==> config.mk <==
export PLATFORM = sky130hd
export DESIGN_NAME = sip_config
export DESIGN_NICKNAME = d
export VERILOG_FILES = /design/src/hw/sip_pkg.sv /design/src/hw/sip_config.sv
export SDC_FILE = /design/constraint.sdc
export NUM_CORES = 1
export LEC_CHECK = 0
export BUFFER_PORTS_ARGS = -buffer_cell sky130_fd_sc_hd__buf_2
export CORE_ASPECT_RATIO = 1.25
export CORE_MARGIN = 3
export CORE_UTILIZATION = 53
export CTS_BUF_LIST = sky130_fd_sc_hd__clkbuf_8 sky130_fd_sc_hd__clkbuf_16
export CTS_CLUSTER_DIAMETER = 120
export DETAILED_ROUTE_END_ITERATION = 8
export PLACE_DENSITY = 0.78
export SYNTH_ARGS = -nofsm -noshare
export SYNTH_HDL_FRONTEND = slang
export SYNTH_SLANG_ARGS = --single-unit
export TNS_END_PERCENT = 30
==> constraint.sdc <==
create_clock -name clk_i -period 1.91 [get_ports clk_i]
set_clock_uncertainty 0.05 [all_clocks]
set_input_delay 0.191 -clock clk_i [delete_from_list [all_inputs] [get_ports clk_i]]
set_output_delay 0.191 -clock clk_i [all_outputs]
set_load 0.005 [all_outputs]
==> src/hw/sip_pkg.sv <==
// constants and types shared by the serial/infrared port configuration block
package sip_pkg;
    // register indices; byte address is four times the index
    localparam logic [7:0] IDX_S1_MODE = 8'hF0;
    localparam logic [7:0] IDX_S2_MODE = 8'hF3;
    localparam logic [7:0] IDX_IR_OPT = 8'hF1;
    localparam logic [7:0] IDX_HD_TMO = 8'hF2;
    localparam logic [7:0] IDX_IRQ_STAT = 8'hF4;
    localparam logic [7:0] IDX_IRQ_EN = 8'hF5;
    localparam logic [7:0] IDX_IRQ_CLR = 8'hF6;
    // field positions
    localparam int B_MIDI = 0;
    localparam int B_HS = 1;
    localparam int B_SHARE = 7;
    localparam int B_TXIDLE = 5;
    // reset values
    localparam logic [7:0] RST_MODE = 8'h00;
    localparam logic [7:0] RST_IR_OPT = 8'h02;
    localparam logic [7:0] RST_HD_TMO = 8'h03;
    // infrared function codes
    typedef enum logic [2:0] {
        SIP_IR_STD = 3'b000,
        SIP_IR_IRDA = 3'b001,
        SIP_IR_ASK = 3'b010
    } sip_ir_mode_t;
    // infrared option register layout, bit 7 downto bit 0
    typedef struct packed {
        logic rsvd;
        logic alt_pins;
        logic [2:0] mode;
        logic half_duplex;
        logic tx_low;
        logic rx_low;
    } sip_ir_opt_t;
    // timeout step, as a time and as a cycle count
    localparam int CLK_NS = 10;
    localparam int TICK_US = 100;
    localparam int TICK_CYC = TICK_US * 1000 / CLK_NS;
    // interrupt event bits
    localparam int EV_IRQ1 = 0;
    localparam int EV_IRQ2 = 1;
    localparam int EV_BLANK_END = 2;
    localparam int NUM_EV = 3;
endpackage : sip_pkg

==> src/hw/sip_config.sv <==
// serial and infrared port configuration bank with wishbone slave
//
// How it works
// - mode bit 0 enables midi, reset off
// - mode bit 1 enables high speed, reset off
// - port one bit 7 shares one interrupt
// - shared: both interrupt lines follow either port
// - port two bit 5: idle low or tristate
// - ir option bit 0 inverts receive input
// - ir option bit 1 inverts transmit output
// - ir option bit 2 selects half duplex
// - bits 5:3 pick standard, irda, ask
// - bit 6 moves infrared to alternate pins
// - timeout register counts 100 us steps
// - zero blanks only while transmitting
// - tx idle bit reset by standby reset only
`timescale 1ns/1ns
`default_nettype none
module sip_config #(
    parameter int TICK_CYCLES = sip_pkg::TICK_CYC
) (
    input wire logic clk_i,
    input wire logic rst_i,
    input wire logic standby_por_i,
    // wishbone slave
    input wire logic cyc_i,
    input wire logic stb_i,
    input wire logic we_i,
    input wire logic [9:0] adr_i,
    input wire logic [3:0] sel_i,
    input wire logic [31:0] dat_i,
    output logic [31:0] dat_o,
    output logic ack_o,
    // uart cores, same clock
    input wire logic first_serial_port_irq_i,
    input wire logic second_serial_port_irq_i,
    input wire logic second_serial_port_txd_i,
    input wire logic second_serial_port_tx_busy_i,
    output logic second_serial_port_rxd_o,
    output logic port1_irq_o,
    output logic port2_irq_o,
    output logic [1:0] midi_en_o,
    output logic [1:0] high_speed_o,
    output logic [2:0] ir_mode_o,
    // pins
    input wire logic second_port_rx_pin_i,
    output logic second_port_tx_pin_o,
    output logic second_port_tx_pin_oe_o,
    input wire logic alternate_ir_rx_pin_i,
    output logic alternate_ir_tx_pin_o,
    output logic irq_o
);
    import sip_pkg::*;

    // -----------------------------------------------------------------
    // declarations
    // -----------------------------------------------------------------
    logic [7:0] s1_mode; // defined bits only, reserved read zero
    logic [1:0] s2_mode;
    logic tx_idle_tristate_select; // standby domain bit
    sip_ir_opt_t ir_opt;
    logic [7:0] hd_tmo;
    logic [NUM_EV-1:0] ev_stat; // sticky event bits
    logic [NUM_EV-1:0] ev_en;
    logic [NUM_EV-1:0] ev_set;
    logic [7:0] idx; // word index from byte address
    logic wr; // write takes effect on the ack edge
    logic [31:0] next_dat;
    logic rx_meta; // synchroniser first stages
    logic rx_sync;
    logic alt_meta;
    logic alt_sync;
    logic ir_on; // an infrared function is selected
    logic busy_q; // transmitter busy, last cycle
    logic tx_end;
    logic [7:0] blank_cnt; // remaining 100 us steps
    logic [15:0] pre_cnt; // tick prescaler
    logic blank;
    logic blank_q;
    logic irq1_q;
    logic irq2_q;
    logic raw_rx;

    assign idx = adr_i[9:2];
    assign wr = cyc_i && stb_i && we_i && ack_o && sel_i[0];
    // reserved codes fall back to plain serial operation
    assign ir_on = (ir_opt.mode == SIP_IR_IRDA) ||
                   (ir_opt.mode == SIP_IR_ASK);
    assign tx_end = busy_q && !second_serial_port_tx_busy_i;
    // the cycle that loads the counter would otherwise leave a hole
    assign blank = second_serial_port_tx_busy_i || (tx_end && hd_tmo != 8'h00) ||
                   (blank_cnt != 8'h00);

    // -----------------------------------------------------------------
    // wishbone handshake
    // -----------------------------------------------------------------
    // ack one cycle after the request, dropped the cycle after
    always_ff @(posedge clk_i)
    begin
        if (rst_i)
            ack_o <= 1'b0;
        else
            ack_o <= cyc_i && stb_i && !ack_o;
    end

    // read mux; unmapped and write-only indices read zero
    always_comb
    begin
        next_dat = 32'h0000_0000;
        case (idx)
            IDX_S1_MODE:
                next_dat[7:0] = s1_mode;
            IDX_S2_MODE:
                next_dat[7:0] = {2'b00, tx_idle_tristate_select,
                                 3'b000, s2_mode};
            IDX_IR_OPT:
                next_dat[7:0] = ir_opt;
            IDX_HD_TMO:
                next_dat[7:0] = hd_tmo;
            IDX_IRQ_STAT:
                next_dat[NUM_EV-1:0] = ev_stat;
            IDX_IRQ_EN:
                next_dat[NUM_EV-1:0] = ev_en;
            default:
                next_dat = 32'h0000_0000;
        endcase
    end

    // read data is latched with the ack
    always_ff @(posedge clk_i)
    begin
        if (rst_i)
            dat_o <= 32'h0000_0000;
        else if (cyc_i && stb_i && !ack_o)
            dat_o <= next_dat;
    end

    // -----------------------------------------------------------------
    // configuration registers
    // -----------------------------------------------------------------
    // port one mode; reserved bits are not stored
    always_ff @(posedge clk_i)
    begin
        if (rst_i)
            s1_mode <= RST_MODE;
        else if (wr && idx == IDX_S1_MODE)
        begin
            s1_mode[B_MIDI] <= dat_i[B_MIDI];
            s1_mode[B_HS] <= dat_i[B_HS];
            s1_mode[B_SHARE] <= dat_i[B_SHARE];
        end
    end

    // port two mode, main domain bits
    always_ff @(posedge clk_i)
    begin
        if (rst_i)
            s2_mode <= RST_MODE[1:0];
        else if (wr && idx == IDX_S2_MODE)
            s2_mode <= dat_i[1:0];
    end

    // idle bit survives ordinary resets, only standby reset clears it
    always_ff @(posedge clk_i)
    begin
        if (standby_por_i)
            tx_idle_tristate_select <= 1'b0;
        else if (wr && idx == IDX_S2_MODE)
            tx_idle_tristate_select <= dat_i[B_TXIDLE];
    end

    // infrared option; bit 7 is forced to zero
    always_ff @(posedge clk_i)
    begin
        if (rst_i)
            ir_opt <= RST_IR_OPT;
        else if (wr && idx == IDX_IR_OPT)
            ir_opt <= {1'b0, dat_i[6:0]};
    end

    // half duplex timeout
    always_ff @(posedge clk_i)
    begin
        if (rst_i)
            hd_tmo <= RST_HD_TMO;
        else if (wr && idx == IDX_HD_TMO)
            hd_tmo <= dat_i[7:0];
    end

    // mode outputs straight from the register flops
    assign midi_en_o = {s2_mode[B_MIDI], s1_mode[B_MIDI]};
    assign high_speed_o = {s2_mode[B_HS], s1_mode[B_HS]};
    assign ir_mode_o = ir_opt.mode;

    // -----------------------------------------------------------------
    // interrupt routing
    // -----------------------------------------------------------------
    // sharing ors both sources onto both lines; the external irq
    // assignment decides which line actually reaches the host
    always_ff @(posedge clk_i)
    begin
        if (rst_i)
        begin
            port1_irq_o <= 1'b0;
            port2_irq_o <= 1'b0;
        end
        else if (s1_mode[B_SHARE])
        begin
            port1_irq_o <= first_serial_port_irq_i || second_serial_port_irq_i;
            port2_irq_o <= first_serial_port_irq_i || second_serial_port_irq_i;
        end
        else
        begin
            port1_irq_o <= first_serial_port_irq_i;
            port2_irq_o <= second_serial_port_irq_i;
        end
    end

    // -----------------------------------------------------------------
    // half duplex blanking timer
    // -----------------------------------------------------------------
    // prescaler restarts at tx end so the first step is a full 100 us
    always_ff @(posedge clk_i)
    begin
        if (rst_i)
        begin
            busy_q <= 1'b0;
            blank_cnt <= 8'h00;
            pre_cnt <= 16'h0000;
        end
        else
        begin
            busy_q <= second_serial_port_tx_busy_i;
            if (tx_end)
            begin
                blank_cnt <= hd_tmo;
                pre_cnt <= 16'h0000;
            end
            else if (blank_cnt != 8'h00)
            begin
                if (pre_cnt == 16'(TICK_CYCLES - 1))
                begin
                    pre_cnt <= 16'h0000;
                    blank_cnt <= blank_cnt - 8'h01;
                end
                else
                    pre_cnt <= pre_cnt + 16'h0001;
            end
        end
    end

    // -----------------------------------------------------------------
    // receive path
    // -----------------------------------------------------------------
    // two flop synchronisers for both receive pins
    always_ff @(posedge clk_i)
    begin
        if (rst_i)
        begin
            rx_meta <= 1'b1;
            rx_sync <= 1'b1;
            alt_meta <= 1'b0;
            alt_sync <= 1'b0;
        end
        else
        begin
            rx_meta <= second_port_rx_pin_i;
            rx_sync <= rx_meta;
            alt_meta <= alternate_ir_rx_pin_i;
            alt_sync <= alt_meta;
        end
    end

    assign raw_rx = ir_opt.alt_pins ? alt_sync : rx_sync;

    // polarity and blanking apply only in an infrared function
    always_ff @(posedge clk_i)
    begin
        if (rst_i)
            second_serial_port_rxd_o <= 1'b1;
        else if (!ir_on)
            second_serial_port_rxd_o <= rx_sync;
        else if (ir_opt.half_duplex && blank)
            second_serial_port_rxd_o <= 1'b0;
        else
            second_serial_port_rxd_o <= raw_rx ^ ir_opt.rx_low;
    end

    // -----------------------------------------------------------------
    // transmit path
    // -----------------------------------------------------------------
    // normal pin carries uart data, or infrared when not rerouted
    always_ff @(posedge clk_i)
    begin
        if (rst_i)
        begin
            second_port_tx_pin_o <= 1'b0;
            second_port_tx_pin_oe_o <= 1'b1;
        end
        else if (ir_on && !ir_opt.alt_pins)
        begin
            second_port_tx_pin_o <= second_serial_port_txd_i ^ ir_opt.tx_low;
            second_port_tx_pin_oe_o <= 1'b1;
        end
        else if (second_serial_port_tx_busy_i)
        begin
            second_port_tx_pin_o <= second_serial_port_txd_i;
            second_port_tx_pin_oe_o <= 1'b1;
        end
        else
        begin
            second_port_tx_pin_o <= 1'b0;
            second_port_tx_pin_oe_o <= !tx_idle_tristate_select;
        end
    end

    // alternate pin rests at the inactive infrared level
    always_ff @(posedge clk_i)
    begin
        if (rst_i)
            alternate_ir_tx_pin_o <= 1'b1;
        else if (ir_on && ir_opt.alt_pins)
            alternate_ir_tx_pin_o <= second_serial_port_txd_i ^ ir_opt.tx_low;
        else
            alternate_ir_tx_pin_o <= ir_opt.tx_low;
    end

    // -----------------------------------------------------------------
    // event status, enable, clear and interrupt line
    // -----------------------------------------------------------------
    // events: rising port interrupts and end of blanking
    assign ev_set = {blank_q && !blank,
                     second_serial_port_irq_i && !irq2_q,
                     first_serial_port_irq_i && !irq1_q};

    // edge memory for event detection
    always_ff @(posedge clk_i)
    begin
        if (rst_i)
        begin
            blank_q <= 1'b0;
            irq1_q <= 1'b0;
            irq2_q <= 1'b0;
        end
        else
        begin
            blank_q <= blank;
            irq1_q <= first_serial_port_irq_i;
            irq2_q <= second_serial_port_irq_i;
        end
    end

    // per bit sticky status; a new event beats a clear
    for (genvar g = 0; g < NUM_EV; g++)
    begin : g_ev
        always_ff @(posedge clk_i)
        begin
            if (rst_i)
                ev_stat[g] <= 1'b0;
            else if (ev_set[g])
                ev_stat[g] <= 1'b1;
            else if (wr && idx == IDX_IRQ_CLR && dat_i[g])
                ev_stat[g] <= 1'b0;
        end
    end

    // enable register
    always_ff @(posedge clk_i)
    begin
        if (rst_i)
            ev_en <= '0;
        else if (wr && idx == IDX_IRQ_EN)
            ev_en <= dat_i[NUM_EV-1:0];
    end

    // level interrupt, one cycle behind the status
    always_ff @(posedge clk_i)
    begin
        if (rst_i)
            irq_o <= 1'b0;
        else
            irq_o <= |(ev_stat & ev_en);
    end
endmodule : sip_config
`default_nettype wire

Word-level counts from Yosys, hierarchy flattened

Index checks and enable logic that the tools add are counted.

Output and inout bits: 47
Word-level logic and storage cells: 111
Input bits: 58
Register bits after elaboration: 75

Add/subtract/negate cells: 2
Bitwise gates (word level): 3
Reduce and logical (&&, ||, !) cells: 44
Equality and inequality tests: 10
Muxes and demuxes: 20

Operators with widths:

| operator                                                                 | number |
|---|---|
| 8-bit equality test (second input constant)                              | 7 |
| 8-bit two-way mux                                                        | 3 |
| 1-bit logical AND                                                        | 22 |
| 5-bit one-hot mux with 4 select lines                                    | 1 |
| 3-bit one-hot mux with 6 select lines                                    | 1 |
| 16-bit by 1-bit adder with 16-bit output (second input constant)         | 1 |
| 16-bit by 14-bit equality test with 1-bit output (second input constant) | 1 |
| 16-bit two-way mux                                                       | 1 |
| 8-bit nonzero test                                                       | 2 |
| 1-bit two-way mux                                                        | 14 |
| 2-bit nonzero test                                                       | 5 |
| 8-bit by 1-bit subtractor with 8-bit output (second input constant)      | 1 |
| 1-bit zero test                                                          | 7 |
| 3-bit OR reduction                                                       | 2 |
| 1-bit logical OR                                                         | 4 |
| 3-bit AND                                                                | 1 |
| 3-bit by 1-bit equality test with 1-bit output (second input constant)   | 1 |
| 3-bit by 2-bit equality test with 1-bit output (second input constant)   | 1 |
| 2-bit AND reduction                                                      | 1 |
| 2-bit OR reduction                                                       | 1 |
| 1-bit XOR                                                                | 2 |

Depth between registers and ports, before layout

Gate-level depths: netlist of run 1.

Word-level depth: 8
Gate-level depth with buffers: 6
Gate-level depth less buffers: 6

Least setup slack after synthesis of run 1

OpenSTA, ideal clock, no wires.

Kind: flip-flop to flip-flop
Start: register blank_cnt[0]
End: register blank_cnt[0]
Buffers on the path: 0
Period minus slack after synthesis: 1.705 ns
Stages on the path, launching flop included: 7
Setup slack: 0.205 ns
Library setup time: 0.091 ns
Arrival: 1.564 ns
Data required time: 1.769 ns
Cell sequence: dfxtp_1 > inv_1 > ha_1 > or4b_4 > o21ai_4 > o21ai_0 > a311oi_1

Word-level cells in the longest chain between the ends: 4
Elaborated cells on any way between the ends: 7
Classes of those cells: add/sub (1); mux (3); reduce/logical (3)

Ends and longest elaborated chain:

| what                                        | RTL line          | text |
|---|---|---|
| start, declared                             | sip_config.sv:76  | `logic [7:0] blank_cnt;` |
| start signal, assigned                      | sip_config.sv:236 | `blank_cnt <= hd_tmo;` |
| start signal, assigned                      | sip_config.sv:244 | `blank_cnt <= blank_cnt - 8'h01;` |
| 8-bit by 1-bit subtractor with 8-bit output | sip_config.sv:244 |  |
| 8-bit two-way mux                           | sip_config.sv:241 | `if (pre_cnt == 16'(TICK_CYCLES - 1))` |
| 8-bit two-way mux                           | sip_config.sv:239 | `else if (blank_cnt != 8'h00)` |
| 8-bit two-way mux                           | sip_config.sv:234 | `if (tx_end)` |

Several ways; a longest one is shown, not always the timed one. The select of a mux whose other input is x is not followed.
A chain may end at the register's enable or synchronous reset.

Worst setup path in the final report of run 1

Start: register blank_cnt[1]
End: register pre_cnt[8]

Word-level cells in the longest chain between the ends: 1

Ends and longest elaborated chain:

| what                 | RTL line          | text |
|---|---|---|
| 8-bit nonzero test   | sip_config.sv:239 |  |
| end signal, assigned | sip_config.sv:247 | `pre_cnt <= pre_cnt + 16'h0001;` |
| end, declared        | sip_config.sv:77  | `logic [15:0] pre_cnt;` |

Every way passes these cells.

==> impl_metrics.yaml, run 1 <==
setup_path:
  critPathRequiredTime_ns: 2.13
  crit_fanout: 5
  cp-end-kind: "register"
  worstPathArrival_ns: 2.06
  rr_worst_depth: 7
  critPathLaunchType: "register"
  worst-setup-path-type: "reg -> reg"
synth:
  ys_types: 63
  ys_top_cells_by_area: "dfxtp_1, mux2i_1, buf_4"
  syn_area_um2: 3970
  synthArstFlopShare_pct: 0
  synth_commonest_cells: "dfxtp_1, nand2b_1, buf_4"
  synth_top_area_cell: "dfxtp_1"
  postSynthAreaPerCell_um2: 8.78
  syn_inst: 452
  synthFlopType: "dfxtp_1"
  yosysWarnings: 0
  yosysTopAreaCellShare_pct: 37.9
  yosysMostFrequentCell: "dfxtp_1"
  seq_area_frac_synth_pct: 37.9
  synth_seq_cells: 75
  synth_edf_count: 0
cells_and_area:
  finalInstanceArea_um2: 4640
  layout-drive-gt1-share_pct: 24.2
  nets: 580
  diodes: 0
  syn_to_final_growth_pct: 16.9
floorplan:
  ios: 105
  die_area_um2: 8560
  rows: 34
  die_h_um: 103
  die_x_um: 83.4
  start_util_pct: 55.8
  core-area_um2: 7100
clock_tree:
  cts_tree: "yes"
  cts.sink_count: 75
  clk_latency_ns: 0.36
  ctsHtreeMaxLevel: 3
  clkTransAtPathRegs_ns: 0.08
  cts_buffers: 9
  cts-root-buf: "clkbuf_8"
  clk_path_buf_depth: 2
status:
  status: "finished clean"
routing:
  dr.pass1.iters: 5
  wire_per_inst_um: 16.1
  drt-total-wl_um: 9880
  ant_nets: 0
  dr.first_iter.drc_count: 219
  via_per_inst: 5.75
  drc_errors: 0
  num_vias: 3533
timing:
  fin_crit_sh_pct: 96.4
  slew_headroom_pct: 56.8
  tns_ns: 0
  holdWs_ns: 0.0337
  fin_crit_ns: 1.84
  rsz0062_at_grt: "false"
  fmax_mhz: 543
  finalHoldViolations: 0
  maxSlewViolCount: 0
  tightest_slew_ns: 0.646
  setup_violations: 0
place:
  io_buffers: 51
  placed_area_um2: 4330
  hpwl_um: 7170
  gp_congestion: 0.863
global_route:
  grt_pass1_vias: 3385
  grt_max_degree: 28
  grt_pass1_wl_um: 16100
  grt.total_usage_pct: 23.3
  antenna_found_initial: 0
  grt-ovfl-total: 0
power_and_ir_drop:
  ir_drop_uv: 439
  leakage_nw: 1.87
  power.density_nw_per_um2: 721
run:
  drv_cap: 0
min_path:
  hold_class: "in -> reg"
  holdPathStages: 3
sequential cells by signal, summed over array words and instances (netlist names), 2 cells and up:
register / flops
ev_en: 3
s1_mode: 3
ir_opt: 4
dat_o: 8
blank_cnt: 8
s2_mode: 2
pre_cnt: 16
ev_stat: 3
hd_tmo: 8
ir_mode_o: 3
cell usage in the layout (no fill, tap or decap), drive strengths merged, types with 4 or more instances in the layout:
| master | instances |
|---|---|
| xnor2 | 8 |
| conb | 24 |
| mux2i | 28 |
| a311oi | 4 |
| nor2 | 28 |
| nand3b | 5 |
| or2 | 4 |
| dfxtp | 75 |
| nor4 | 7 |
| nand2b | 33 |
| clkinv | 4 |
| o31ai | 5 |
| or3 | 6 |
| buf | 79 |
| o21ai | 17 |
| a21oi | 24 |
| inv | 14 |
| nor4b | 5 |
| nand4 | 11 |
| a21o | 5 |
| nor3 | 10 |
| or4 | 5 |
| clkbuf | 9 |
| nand2 | 26 |
| nand3 | 22 |
| and3 | 4 |
| and4 | 4 |
| nor2b | 9 |
metal layers:
| layer | GRT usage (%) | wire length [um] |
|---|---|---|
| met1 | 25.7 | 3930 |
| met4 | 10.2 | 309 |
| met5 | 0 | 0 |
| met2 | 43.1 | 5130 |
| met3 | 5.44 | 510 |
where the power goes:
part,internal [mW],switching (mW)
combinational,0.143,0.192
clock,0.744,0.645
sequential,1.60,0.0237
kinds of logic after synthesis:
group	count (synthesis)	synth area share [%]
AND/OR/NAND/NOR	192	29.0
AO/OA/AOI/OAI	80	13.4
flip-flops	75	37.9
buffers and inverters	61	8.64
multiplexers	30	7.92
XOR/XNOR	10	2.21
adder cells (fa/ha/maj)	3	0.946
other	1	0.0945
per-stage QoR:
stage | std cells | power (mW) | setup slack [ns] | util [%]
6_report | 614 | 3.34 | 0.0692 | 65.3
5_1_grt | 614 | 3.47 | 0.00905 | 65.3
4_1_cts | 614 | 3.35 | 0.00685 | 64.5
3_5_place_dp | 595 | 1.97 | 0.0445 | 60.9
3_3_place_gp | 595 | 1.96 | 0.112 | 60.9
2_1_floorplan | 475 | 1.89 | 0.205 | -
path summary, 6_finish.rpt:
path | from | to | slack (ns)
max | blank_cnt[1]$_SDFFE_PP0P_ | pre_cnt[8]$_SDFFE_PP0P_ | 0.07
min | first_serial_port_irq_i | ev_stat[0]$_SDFFE_PP0P_ | 0.03
max reg2reg | blank_cnt[1]$_SDFFE_PP0P_ | pre_cnt[8]$_SDFFE_PP0P_ | 0.07
min reg2reg | rx_meta$_SDFF_PP1_ | rx_sync$_SDFF_PP1_ | 0.37
worst max-delay path, cell delays in order, from the launching register on:
cell     delay, ns
dfxtp_2       0.33
inv_2         0.08
ha_4          0.14
or4b_4        0.52
o21ai_4       0.24
buf_6         0.15
a21oi_1       0.04
o22ai_1       0.21
area by class of cell:
| type | count | area, um2 |
|---|---|---|
| fill | 568 | 2470 |
| multi-input combinational | 339 | 2260 |
| sequential | 75 | 1500 |
| timing repair buffer | 81 | 489 |
| clock buffer | 9 | 124 |
| tap | 90 | 113 |
| clock inverter | 7 | 100 |
| inverter | 13 | 48.8 |
timing repair:
action | CTS | global route
gates resized for setup | 1 | 14
pin swaps | 2 | 4
hold buffers | 2 | 0
hold endpoints to repair | 2 | 0
cloned | 0 | 0
endpoints found under the setup margin | 1 | 22
buffers inserted | 1 | 0
Note: power is estimated with default switching activity, not from simulation.
==> run 2: changes to the inputs <==
--- a/config.mk
+++ b/config.mk
@@ -12,8 +12,9 @@
 export CTS_BUF_LIST = sky130_fd_sc_hd__clkbuf_8 sky130_fd_sc_hd__clkbuf_16
 export CTS_CLUSTER_DIAMETER = 120
 export DETAILED_ROUTE_END_ITERATION = 8
+export MAX_ROUTING_LAYER = met4
 export PLACE_DENSITY = 0.78
 export SYNTH_ARGS = -nofsm -noshare
 export SYNTH_HDL_FRONTEND = slang
 export SYNTH_SLANG_ARGS = --single-unit
-export TNS_END_PERCENT = 30
+export TNS_END_PERCENT = 10
==> constraint.sdc (replaced) <==
create_clock -name clk_i -period 2.1 [get_ports clk_i]
set_clock_uncertainty 0.05 [all_clocks]
set_input_delay 0.21 -clock clk_i [delete_from_list [all_inputs] [get_ports clk_i]]
set_output_delay 0.21 -clock clk_i [all_outputs]
set_load 0.005 [all_outputs]
==> run 2 against run 1 <==
Net effect: hold slack lost 0.0097 ns; core utilization fell by 2.1 points; design area decreased by 3.2%; sequential share of layout area rose by 1.0 points; setup slack better by 0.10 ns; die area unchanged; via count shrank 3.9%; first-iteration DRC count is 23% lower; cell count fell by 1.8%; sequential power fell by 9%; sequential cell count did not move; routed wire length fell by 6.1%; critical path type unchanged; largest power group unchanged.
==> impl_metrics.yaml, run 2 (synthesis gave the netlist of run 1 again) <==
floorplan:
  start_util_pct: 55.8
  core-area_um2: 7100
  ios: 105
  die_x_um: 83.4
  die_area_um2: 8560
  die_h_um: 103
  rows: 34
cells_and_area:
  final_cells: 603
  syn_to_final_growth_pct: 13.2
  multi_input_area_um2: 2220
  nFillCells: 607
  regMostFlops: "pre_cnt"
  mostFrequentLayoutCell: "dfxtp_1"
  regArea_um2: 1500
  diodes: 0
  layout_common_cells: "dfxtp_1, buf_2, nand2b_1"
  layout-drive-gt1-share_pct: 21.1
  nets: 569
  fin_util_pct: 63.2
  largest_reg_flops: 16
global_route:
  grt-ovfl-total: 0
  antenna_found_initial: 0
  grt_pass1_vias: 3230
  grt_max_degree: 24
  grt_pass1_wl_um: 15600
  grt.total_usage_pct: 23.2
power_and_ir_drop:
  ir_drop_uv: 417
  power.density_nw_per_um2: 652
  finalPower_mw: 2.93
  leakage_nw: 1.79
routing:
  drt-total-wl_um: 9280
  dr.pass1.iters: 5
  drc_errors: 0
  wire_per_inst_um: 15.4
  dr.first_iter.drc_count: 169
  via_per_inst: 5.63
  ant_nets: 0
  num_vias: 3395
setup_path:
  critPathRequiredTime_ns: 2.31
  cp_top_family: "compound AO/OA/AOI/OAI gates"
  worst-setup-path-type: "reg -> reg"
  crit_fanout: 8
  crit_chain: "inv_1, ha_1, nor4b_4, a21oi_1, a21o_1, a31o_2"
  cp-end-kind: "register"
  critPathMaxStageDelay_ns: 0.43
  worstPathArrival_ns: 2.13
  critPathLaunchType: "register"
  crit_slowest_cell: "nor4b_4"
  critPathBufInv: 1
timing:
  rsz0062_at_grt: "true"
  setup_violations: 0
  tightest_slew_ns: 0.606
  fin_crit_sh_pct: 91.7
  maxSlewViolCount: 0
  fmax_mhz: 519
  slew_headroom_pct: 59.4
  fin_crit_ns: 1.93
  finalHoldViolations: 0
place:
  io_buffers: 51
  gp_congestion: 0.886
  dp.cells: 584
  hpwl_um: 6940
run:
  drv_cap: 0
clock_tree:
  clkTransAtPathRegs_ns: 0.08
  cts.sink_count: 75
  cts-root-buf: "clkbuf_8"
  ctsHtreeMaxLevel: 3
  cts_tree: "yes"
  clk_path_buf_depth: 2
  clk_latency_ns: 0.36
  cts_buffers: 9
status:
  status: "finished clean"
min_path:
  hold_class: "in -> reg"
-- run 2: changes by cell type in the layout (fill, tap and decap cells not counted), sizes merged --
cell,change
clkinvlp,+2
clkinv,-4
dlygate4sd3,-1
clkbuf,+1
buf,-10
bufinv,-1
inv,+2
-- run 2: area by class of cell --
cell class	instances	share of cell area [%]
Tap cell	90	2.51
Clock inverter	6	1.59
Timing Repair Buffer	70	8.92
Clock buffer	10	3.07
Inverter	13	1.09
Sequential cell	75	33.5
Multi-Input combinational cell	339	49.4
-- run 2: worst reg2reg max path: stages (launching register included) --
cell and delay [ns]:
dfxtp_1 0.33, inv_1 0.09, ha_1 0.17, nor4b_4 0.43
a21oi_1 0.31, a21o_1 0.24, a31o_2 0.22
-- run 2: repair_timing --
item                                    in CTS  in global routing
endpoints found under the setup margin       0                 14
hold endpoints to repair                     1                  0
resized for setup                            0                  2
hold buffers                                 1                  0
setup buffers                                0                  2
-- run 2: through the flow --
stage / cell area [um2] / setup TNS (ns) / hold WS [ns] / setup slack [ns]
detailed placement: 4250 / 0 / 0.347 / 0.0789
global placement: 4250 / 0 / 0.341 / 0.181
finish: 4490 / 0 / 0.0240 / 0.173
global route: 4490 / -0.0327 / 0.0343 / -0.0213
CTS: 4470 / 0 / 0.0158 / 0.0401
floorplan: 4050 / 0 / 0.264 / 0.395
-- run 2: where the power goes --
group / total, mW / switching, mW / leakage (nW) / internal [mW]
Sequential: 1.47 / 0.0218 / 0.609 / 1.45
Clock: 1.17 / 0.580 / 0.0999 / 0.593
Combinational: 0.280 / 0.165 / 1.08 / 0.115
Total: 2.93 / 0.767 / 1.79 / 2.16
-- run 2: layer usage --
metal,share of wire (%),up-vias,global-route usage [%]
li1,-,1686,-
met4,2.0,0,10.1
met1,42,1597,26.2
met2,51,95,40.4
met5,0,-,-
met3,4.6,17,4.32
-- run 2: worst paths after layout --
path	cells after the start	startpoint	slack (ns)	endpoint
worst max-delay path	6	blank_cnt[0]$_SDFFE_PP0P_	0.17	blank_cnt[1]$_SDFFE_PP0P_
worst min-delay path	2	alternate_ir_rx_pin_i	0.02	alt_meta$_SDFF_PP0_
worst min register to register	1	rx_meta$_SDFF_PP1_	0.36	rx_sync$_SDFF_PP1_
worst max register to register	6	blank_cnt[0]$_SDFFE_PP0P_	0.17	blank_cnt[1]$_SDFFE_PP0P_
